File: config.mk
export PLATFORM = sky130hd
export DESIGN_NAME = aes_error_summary
export DESIGN_NICKNAME = d
export VERILOG_FILES = /design/src/inc/aes_pkg.sv /design/src/verilog/aes_lock_capture.sv /design/src/verilog/aes_pending_check.sv /design/src/verilog/aes_error_summary.sv
export VERILOG_INCLUDE_DIRS = /design/src /design/src/inc
export SDC_FILE = /design/constraint.sdc
export NUM_CORES = 1
export LEC_CHECK = 0
export ABC_AREA = 1
export BUFFER_PORTS_ARGS = -buffer_cell sky130_fd_sc_hd__buf_2
export CAP_MARGIN = 25
export CORE_ASPECT_RATIO = 1.5
export CORE_MARGIN = 2
export CORE_UTILIZATION = 45
export DETAILED_ROUTE_END_ITERATION = 10
export PLACE_DENSITY = 0.73
export SYNTH_ARGS = -nofsm -noshare
export SYNTH_HDL_FRONTEND = slang
export SYNTH_SLANG_ARGS = --single-unit
File: constraint.sdc
create_clock -name clock -period 1.4 [get_ports clock]
set_input_delay 0.07 -clock clock [delete_from_list [all_inputs] [get_ports clock]]
set_output_delay 0.07 -clock clock [all_outputs]
set_load 0.1 [all_outputs]
File: src/inc/aes_regs.svh
/*
  register offsets, field positions and reset values of the adapter error summary block.
  assumes inclusion by bare name from the package; design modules use its macros without including it.
*/
`ifndef AES_REGS_SVH
`define AES_REGS_SVH

`define AES_OFF_ERROR_SUMMARY   12'h000
`define AES_OFF_CONTROL_STATUS  12'h004
`define AES_OFF_FAILING_ADDRESS 12'h008

`define AES_BIT_PARITY          0
`define AES_BIT_ACK_NO_PEND     1
`define AES_BIT_INTLK_FAIL      2
`define AES_BIT_ILLEGAL_CMD     3
`define AES_BIT_MASTER_FAIL     4
`define AES_BIT_SLAVE_FAIL      5
`define AES_BIT_CA_FAIL         6
`define AES_BIT_MULT_ERR        7

`define AES_CSR_PARITY_MASK     0
`define AES_CSR_INTLK_MASK      1

`define AES_RST_MASTER_FAIL     1'b1
`define AES_RST_SUMMARY         8'h10
`define AES_RST_CONTROL         2'h0
`define AES_RST_FAIL_ADDR       32'h0000_0000

`define AES_RESP_OKAY           2'h0
`define AES_RESP_SLVERR         2'h2

`endif

File: src/inc/aes_pkg.sv
/*
  types shared by the adapter error summary design.
  assumes aes_regs.svh on the include path.
*/
package aes_pkg;
  `include "aes_regs.svh"

  // one fetch reported by the link sequencers
  typedef struct packed {
    logic        valid;
    logic        parity_err;
    logic        by_slave;
    logic        is_ca;
    logic        dma_read;
  } aes_fetch_s;

  // transaction decode events from the command decoder
  typedef struct packed {
    logic        io_txn;
    logic        illegal_cmd;
    logic        intlk_read;
    logic        illegal_confirm_slave_data;
    logic        ack_txn;
    logic        passive_release;
    logic [3:0]  interrupt_priority_level;
    logic        dma_ca;
    logic [31:0] dma_address;
  } aes_event_s;

  typedef enum logic [1:0] {
    AES_WR_IDLE,
    AES_WR_RESP
  } aes_wr_e;
endpackage

File: src/verilog/aes_lock_capture.sv
/*
  failing address capture register with freeze control.
  assumes freeze inputs come from the error summary flags.
*/
`timescale 1ns/1ps
`default_nettype none
module aes_lock_capture
  import aes_pkg::*;
(
  input  wire logic        clock,
  input  wire logic        reset_n,
  input  wire logic        load,
  input  wire logic [31:0] load_value,
  input  wire logic        frozen,
  output logic      [31:0] value
);
  typedef struct packed {
    logic [31:0] addr_r;
  } aes_cap_s;

  aes_cap_s st_r;
  aes_cap_s st_nxt;

  always_comb begin
    st_nxt = st_r;
    if (load && !frozen) begin
      st_nxt.addr_r = load_value;
    end
  end

  always_ff @(posedge clock) begin
    if (!reset_n) begin
      st_r.addr_r <= `AES_RST_FAIL_ADDR;
    end else begin
      st_r <= st_nxt;
    end
  end

  assign value = st_r.addr_r;
endmodule
`default_nettype wire

File: src/verilog/aes_pending_check.sv
/*
  decides whether an interrupt acknowledge finds a pending request at its level.
  assumes pending vector bit n is priority level n.
*/
`timescale 1ns/1ps
`default_nettype none
module aes_pending_check
  import aes_pkg::*;
(
  input  wire logic [15:0] pending,
  input  wire logic [3:0]  level,
  output logic             none_pending
);
  logic [15:0] hit;

  genvar g;
  generate
    for (g = 0; g < 16; g++) begin : g_lvl
      assign hit[g] = pending[g] && (level == 4'(g));
    end
  endgenerate

  assign none_pending = ~|hit;
endmodule
`default_nettype wire

File: src/verilog/aes_error_summary.sv
/*
  adapter error summary register bank on an axi4-lite slave.
  assumes link events arrive as one-cycle pulses synchronous to clock.
*/
// Decided for this implementation: the AXI4-Lite interface to the registers and the address map.
// Contract
// slave-fail bit with parity bit flags parity error on slave read-data fetch
// master-fail bit resets to one and sets on every i/o transaction; the code sets it only while the parity bit is clear
// master-fail with parity bit marks parity error on master fetch
// illegal command sets bit, terminates transaction, signals failure to peer
// interlocked read with illegal confirm sets bit and freezes failing address
// writing one clears interlock-read-failed bit and its address freeze
// interlock-read-failed with its mask raises error interrupt
// acknowledge with nothing pending sets error bit and tells peer it failed
// passive release never sets the acknowledge error bit
// waiting processors cancel duplicate acknowledges of same node and level
// parity error sets bit, freezes bits six to four, maybe failing address
// clearing parity bit releases both freezes
// parity bit with its control mask raises error interrupt
// failing address captures every dma command/address unless frozen
// zero writes leave error bits; read-only bits ignore writes
`timescale 1ns/1ps
`default_nettype none
module aes_error_summary
  import aes_pkg::*;
(
  input  wire logic        clock,
  input  wire logic        reset_n,
  input  wire logic [11:0] s_axi_awaddr,
  input  wire logic        s_axi_awvalid,
  output logic             s_axi_awready,
  input  wire logic [31:0] s_axi_wdata,
  input  wire logic [3:0]  s_axi_wstrb,
  input  wire logic        s_axi_wvalid,
  output logic             s_axi_wready,
  output logic [1:0]       s_axi_bresp,
  output logic             s_axi_bvalid,
  input  wire logic        s_axi_bready,
  input  wire logic [11:0] s_axi_araddr,
  input  wire logic        s_axi_arvalid,
  output logic             s_axi_arready,
  output logic [31:0]      s_axi_rdata,
  output logic [1:0]       s_axi_rresp,
  output logic             s_axi_rvalid,
  input  wire logic        s_axi_rready,
  input  wire aes_fetch_s  fetch,
  input  wire aes_event_s  evt,
  input  wire logic [15:0] pending_levels,
  output logic             peer_fail,
  output logic             error_irq
);
  typedef struct packed {
    logic [7:0]  summary_r;
    logic [1:0]  control_r;
    logic        aw_got_r;
    logic        w_got_r;
    logic [11:0] awaddr_r;
    logic [31:0] wdata_r;
    logic [3:0]  wstrb_r;
    aes_wr_e     wr_state_r;
    logic        awready_r;
    logic        wready_r;
    logic        bvalid_r;
    logic [1:0]  bresp_r;
    logic        arready_r;
    logic        rvalid_r;
    logic [31:0] rdata_r;
    logic [1:0]  rresp_r;
    logic        peer_fail_r;
    logic        irq_r;
    logic        addr_lock_r;
  } aes_state_s;

  aes_state_s  st_r;
  aes_state_s  st_nxt;
  logic [31:0] fail_addr;
  logic        none_pending;
  logic        addr_frozen;

  function automatic logic is_mapped(input logic [11:0] a);
    is_mapped = (a == `AES_OFF_ERROR_SUMMARY) || (a == `AES_OFF_CONTROL_STATUS) ||
                (a == `AES_OFF_FAILING_ADDRESS);
  endfunction

  aes_pending_check u_pend (
    .pending      (pending_levels),
    .level        (evt.interrupt_priority_level),
    .none_pending (none_pending)
  );

  // interlock failure, or a parity error on dma read return data, holds the address
  assign addr_frozen = st_r.summary_r[`AES_BIT_INTLK_FAIL] || st_r.addr_lock_r;

  aes_lock_capture u_cap (
    .clock      (clock),
    .reset_n    (reset_n),
    .load       (evt.dma_ca),
    .load_value (evt.dma_address),
    .frozen     (addr_frozen),
    .value      (fail_addr)
  );

  always_comb begin
    logic        do_write;
    logic [7:0]  w1c;
    logic [7:0]  sets;
    logic        par_locked;
    logic [11:0] wa;
    do_write   = 1'b0;
    w1c        = 8'h00;
    sets       = 8'h00;
    par_locked = st_r.summary_r[`AES_BIT_PARITY];
    wa         = st_r.awaddr_r;
    st_nxt     = st_r;
    st_nxt.peer_fail_r = 1'b0;

    // write channels accepted in either order, one write at a time
    if (st_r.awready_r && s_axi_awvalid) begin
      st_nxt.aw_got_r  = 1'b1;
      st_nxt.awaddr_r  = s_axi_awaddr;
      st_nxt.awready_r = 1'b0;
    end
    if (st_r.wready_r && s_axi_wvalid) begin
      st_nxt.w_got_r  = 1'b1;
      st_nxt.wdata_r  = s_axi_wdata;
      st_nxt.wstrb_r  = s_axi_wstrb;
      st_nxt.wready_r = 1'b0;
    end
    case (st_r.wr_state_r)
      AES_WR_IDLE: begin
        if (st_r.aw_got_r && st_r.w_got_r) begin
          do_write          = 1'b1;
          st_nxt.bvalid_r   = 1'b1;
          st_nxt.bresp_r    = is_mapped(wa) ? `AES_RESP_OKAY : `AES_RESP_SLVERR;
          st_nxt.wr_state_r = AES_WR_RESP;
        end
      end
      AES_WR_RESP: begin
        if (s_axi_bready) begin
          st_nxt.bvalid_r   = 1'b0;
          st_nxt.aw_got_r   = 1'b0;
          st_nxt.w_got_r    = 1'b0;
          st_nxt.awready_r  = 1'b1;
          st_nxt.wready_r   = 1'b1;
          st_nxt.wr_state_r = AES_WR_IDLE;
        end
      end
      default: st_nxt.wr_state_r = AES_WR_IDLE;
    endcase

    if (do_write && st_r.wstrb_r[0]) begin
      if (wa == `AES_OFF_ERROR_SUMMARY) begin
        // only write-one-to-clear bits respond; sequencer status bits are read only
        w1c = st_r.wdata_r[7:0] & 8'h8f;
      end
      if (wa == `AES_OFF_CONTROL_STATUS) begin
        st_nxt.control_r = st_r.wdata_r[1:0];
      end
    end

    // hardware events
    if (evt.io_txn && !par_locked) begin
      sets[`AES_BIT_MASTER_FAIL] = 1'b1;
    end
    if (evt.illegal_cmd) begin
      sets[`AES_BIT_ILLEGAL_CMD] = 1'b1;
      st_nxt.peer_fail_r         = 1'b1;
    end
    if (evt.intlk_read && evt.illegal_confirm_slave_data) begin
      sets[`AES_BIT_INTLK_FAIL] = 1'b1;
    end
    if (evt.ack_txn && none_pending && !evt.passive_release) begin
      sets[`AES_BIT_ACK_NO_PEND] = 1'b1;
      st_nxt.peer_fail_r         = 1'b1;
    end
    if (fetch.valid && fetch.parity_err) begin
      sets[`AES_BIT_PARITY] = 1'b1;
      if (par_locked && st_r.summary_r[`AES_BIT_ILLEGAL_CMD]) begin
        sets[`AES_BIT_MULT_ERR] = 1'b1;
      end
    end

    // set beats clear in the same cycle
    st_nxt.summary_r = (st_r.summary_r & ~w1c) | sets;
    // locked field 6:4 follows the fetch only while the parity bit is clear
    if (!par_locked) begin
      if (fetch.valid && fetch.parity_err) begin
        st_nxt.summary_r[`AES_BIT_SLAVE_FAIL]  = fetch.by_slave;
        st_nxt.summary_r[`AES_BIT_MASTER_FAIL] = !fetch.by_slave;
        st_nxt.summary_r[`AES_BIT_CA_FAIL]     = fetch.is_ca;
      end
    end else begin
      st_nxt.summary_r[6:4] = st_r.summary_r[6:4];
    end
    // other fetch failures leave the address free, so dma capture keeps running
    st_nxt.addr_lock_r = (st_r.addr_lock_r && st_nxt.summary_r[`AES_BIT_PARITY]) ||
                         (fetch.valid && fetch.parity_err && fetch.dma_read);

    st_nxt.irq_r = (st_nxt.summary_r[`AES_BIT_PARITY] && st_nxt.control_r[`AES_CSR_PARITY_MASK]) ||
                   (st_nxt.summary_r[`AES_BIT_INTLK_FAIL] && st_nxt.control_r[`AES_CSR_INTLK_MASK]);

    // read channel
    if (st_r.arready_r && s_axi_arvalid) begin
      st_nxt.arready_r = 1'b0;
      st_nxt.rvalid_r  = 1'b1;
      st_nxt.rresp_r   = is_mapped(s_axi_araddr) ? `AES_RESP_OKAY : `AES_RESP_SLVERR;
      case (s_axi_araddr)
        `AES_OFF_ERROR_SUMMARY:   st_nxt.rdata_r = {24'h000000, st_r.summary_r};
        `AES_OFF_CONTROL_STATUS:  st_nxt.rdata_r = {30'h0, st_r.control_r};
        `AES_OFF_FAILING_ADDRESS: st_nxt.rdata_r = fail_addr;
        default:                  st_nxt.rdata_r = 32'h0000_0000;
      endcase
    end else if (st_r.rvalid_r && s_axi_rready) begin
      st_nxt.rvalid_r  = 1'b0;
      st_nxt.arready_r = 1'b1;
    end
  end

  always_ff @(posedge clock) begin
    if (!reset_n) begin
      st_r.summary_r   <= `AES_RST_SUMMARY;
      st_r.control_r   <= `AES_RST_CONTROL;
      st_r.aw_got_r    <= 1'b0;
      st_r.w_got_r     <= 1'b0;
      st_r.awaddr_r    <= 12'h000;
      st_r.wdata_r     <= 32'h0000_0000;
      st_r.wstrb_r     <= 4'h0;
      st_r.wr_state_r  <= AES_WR_IDLE;
      st_r.awready_r   <= 1'b1;
      st_r.wready_r    <= 1'b1;
      st_r.bvalid_r    <= 1'b0;
      st_r.bresp_r     <= `AES_RESP_OKAY;
      st_r.arready_r   <= 1'b1;
      st_r.rvalid_r    <= 1'b0;
      st_r.rdata_r     <= 32'h0000_0000;
      st_r.rresp_r     <= `AES_RESP_OKAY;
      st_r.peer_fail_r <= 1'b0;
      st_r.irq_r       <= 1'b0;
      st_r.addr_lock_r <= 1'b0;
    end else begin
      st_r <= st_nxt;
    end
  end

  assign s_axi_awready = st_r.awready_r;
  assign s_axi_wready  = st_r.wready_r;
  assign s_axi_bvalid  = st_r.bvalid_r;
  assign s_axi_bresp   = st_r.bresp_r;
  assign s_axi_arready = st_r.arready_r;
  assign s_axi_rvalid  = st_r.rvalid_r;
  assign s_axi_rdata   = st_r.rdata_r;
  assign s_axi_rresp   = st_r.rresp_r;
  assign peer_fail     = st_r.peer_fail_r;
  assign error_irq     = st_r.irq_r;
endmodule
`default_nettype wire

==> summary.md <==
| Metric | Value |
|---|---|
| Multiplexer area fraction after synthesis | `0` |
| # clock sinks | `roughly 110` |
| Total grt overflow | `0` |
| Post-Syn Instances | `615` |
| Post-synth EDFFs | `0` |
| Critical path type | `reg -> reg` |
| HP Class | `in -> reg` |
| CP bufs+invs | `1` |
| Cts bufs inserted | `9` |
| Critical path's top delay family | `buffers and inverters` |
| Largest net degree at the start of global routing | `65` |
| Initial antenna violation count | `0` |
| PwrDens | `~1200 mW/mm2` |
| Nets | `a little under 900` |
| Failing checks | `design-rule violations` |
| DRT Pass-1 Iters | `8` |
| Post-route setup slack | `61.8 ps` |
| Slew HR | `0.656` |
| Crit path max-delay cell type | `dlygate4sd3_1` |
| Wirelength per Cell | `12.6 um` |
| Critical R2R Launch | `st_r[44]` |
| Sequential share of the synthesized area | `0.464` |
| Die ar. | `between 0.01 and 0.015 mm2` |
| Area post-placement | `~0.005 mm2` |
| Maximum clock rate | `747 MHz` |
| Compound-Gate Fraction of Synth Area | `0.162` |
| DP Worst Slack | `124 ps` |
| Leakage power | `2.74 nW` |
| Min-delay src | `evt[3]` |
| Final GP Congestion | `around 0.84` |
| Fin. Hold Viols | `0` |
| IO Port Bufs | `~140` |
| Final instance area | `~0.0059 mm2` |
| H-tree levels | `3` |
| Measured slew at the worst slew-check pin | `around 520 ps` |
| Area delta synth->final | `30.5%` |
| Clk Latency, worst-skew pair | `between 300 and 400 ps` |
| Die Y | `127 um` |
| DR vias | `4303` |
| Startpoint Class | `register` |
| Routed wire length | `approximately 11000 um` |
| First-pass GRT wire length | `between 15000 and 20000 um` |
| Busiest grt layer | `met2` |
| Max-slew violation count | `0` |
| Clk_skew | `a little under 7 ps` |
| Final period util | `0.956` |
| Crit end category | `register` |
| Synth Area in Adders | `0` |
| Clock tree root buffer cell | `clkbuf_16` |
| Critical path origin | `st_r[44]` |
| Minimum clock period | `roughly 1300 ps` |
| Total core area | `between 0.009 and 0.01 mm2` |
| I/O pin count | `approximately 170` |
| Worst-path clk slew | `around 60 ps` |
| Initial Util | `0.465` |
| Clk buf depth | `2` |
| Worst-path maximum fanout | `3` |
| Worst endpoint required time | `1620 ps` |
| Ys Warns | `0` |
| Post-CTS Setup Bufs | `0` |
| GR Util met1 | `0.214` |
| Drt initial violations | `around 110` |
| Drt drc | `10` |
| ANT cells | `0` |
| Cells along the critical path | `a21oi_2 > o21ai_0 > dlygate4sd3_1` |
| Syn_area_per_cell | `around 7.4 um2` |
| Routed Antenna Nets | `0` |
| Crit path DAT | `1560 ps` |
| Die Width | `roughly 86 um` |
| XOR/XNOR share of the synthesized area | `0` |
| Vias in the first global route | `approximately 4100` |
| GR Util met3 | `0.0449` |
| M2 GR Usage | `0.376` |
| Main combinational cell family by area after synthesis | `simple AND/OR/NAND/NOR gates` |
| Vias per cell | `about 4.9` |
| Max-cap violation count | `0` |
| Register bit total from synthesis | `about 110` |
| Setup TNS | `0 ps` |
| Synth Flop Type | `dfxtp_1` |
| CP max stage delay | `around 560 ps` |
| Post-synthesis instance area | `between 0.004 and 0.005 mm2` |
| Share of flip-flops with an asynchronous set or reset | `0` |
| Core Rows | `between 40 and 50` |
| Detailed Place HPWL | `7750 um` |
| Final core occ | `0.606` |
| Cell variety after synth | `31` |
| Share of cells above drive strength 1 | `0.257` |
| Min Hold Slack | `8.73 ps` |
| Synth Area in Simple Gates | `0.256` |
| Maximum VDD drop | `0.937 mV` |
| Final setup violation count | `0` |
| Clock tree from TritonCTS | `built` |
| RSZ-0062 raised after global routing | `no` |
| Tot GR Track Use | `0.204` |
| Status | `complete, but fails checks` |
## worst paths after layout
kind,depth (start not counted),to,slack (ps)
max,3,s_axi_awready,60
min,3,u_cap.value[3],9
max reg2reg,3,s_axi_awready,60
min reg2reg,2,s_axi_rdata[12],450
## report_power, final
part | internal (W) | total [W] | switching [W]
combinational | 0.000437 | 0.00142 | 0.000979
clock | 0.00160 | 0.00262 | 0.00103
sequential | 0.00320 | 0.00331 | 0.000112
## cells by family (layout without fill, tap and decap cells)
family | after synthesis | count (layout)
buffers and inverters | 97 | 247
DFF | 105 | 105
AOI/OAI and AO/OA | 140 | 140
and+or+nand+nor | 272 | 272
other | 1 | 2
## synth_stat cells (2+ instances only)
cell      number  area share
o21ai_2        3      0.0058
nand3_1       37       0.041
clkbuf_1      17       0.014
inv_1         25       0.021
a21oi_1       46       0.051
buf_6          2      0.0050
and3_1         2      0.0028
inv_2          7      0.0058
nand2_4        2      0.0050
nor2_1       125        0.10
nand2_1       88       0.073
nor2_4         3      0.0075
dfxtp_1      105        0.46
nand4_1        5      0.0069
buf_2          7      0.0077
nor2_2         4      0.0055
buf_4         37       0.061
o21ai_0       63       0.070
o21ai_1       22       0.024
a21oi_2        4      0.0077
## layout make-up
class,count,area (um2)
inverters,33,124
flip-flops and latches,105,2110
multi-input cells,414,1920
well taps,115,144
clock inverters,1,30.0
clock buffers,15,289
fillers,897,3830
repair buffers,198,1300
## sequential cells by signal (all words and copies together), names as in the netlist
signal / flops
s_axi_wready: 1
s_axi_bresp: 1
s_axi_awready: 1
peer_fail: 1
s_axi_bvalid: 1
s_axi_rvalid: 1
error_irq: 1
st_r: 32
s_axi_rdata: 32
s_axi_rresp: 1
s_axi_arready: 1
u_cap.value: 32
## layer usage
| metal | wire [um] | up-vias |
|---|---|---|
| li1 | - | 2252 |
| met1 | 4410 | 1913 |
| met2 | 5920 | 121 |
| met3 | 533 | 17 |
| met4 | 243 | 0 |
| met5 | 0 | - |
## per-stage QoR
step                instances  total power (W)
global route              881          0.00769
detailed placement        819          0.00468
CTS                       880          0.00740
global placement          819          0.00465
finish                    881          0.00735
floorplan                 616          0.00439
## tightest hold or removal path: stages
cell and delay [ps]:
buf_2 80, o21ai_0 80, nor2_1 80
## repair_timing
item,CTS,global route
endpoints found under the setup margin,0,4
endpoints found under the hold margin,45,1
hold buffers,45,1
resized for setup,0,3
## cells in the final DEF, fill, tap and decap left out, drive strengths merged, types with 15 or more instances in the layout
master,n
buf,152
nor2,132
dfxtp,105
nand2,91
o21ai,88
a21oi,50
dlygate4sd3,46
nand3,38
inv,32
clkbuf,15
Note: power is estimated with default switching activity, not from simulation.
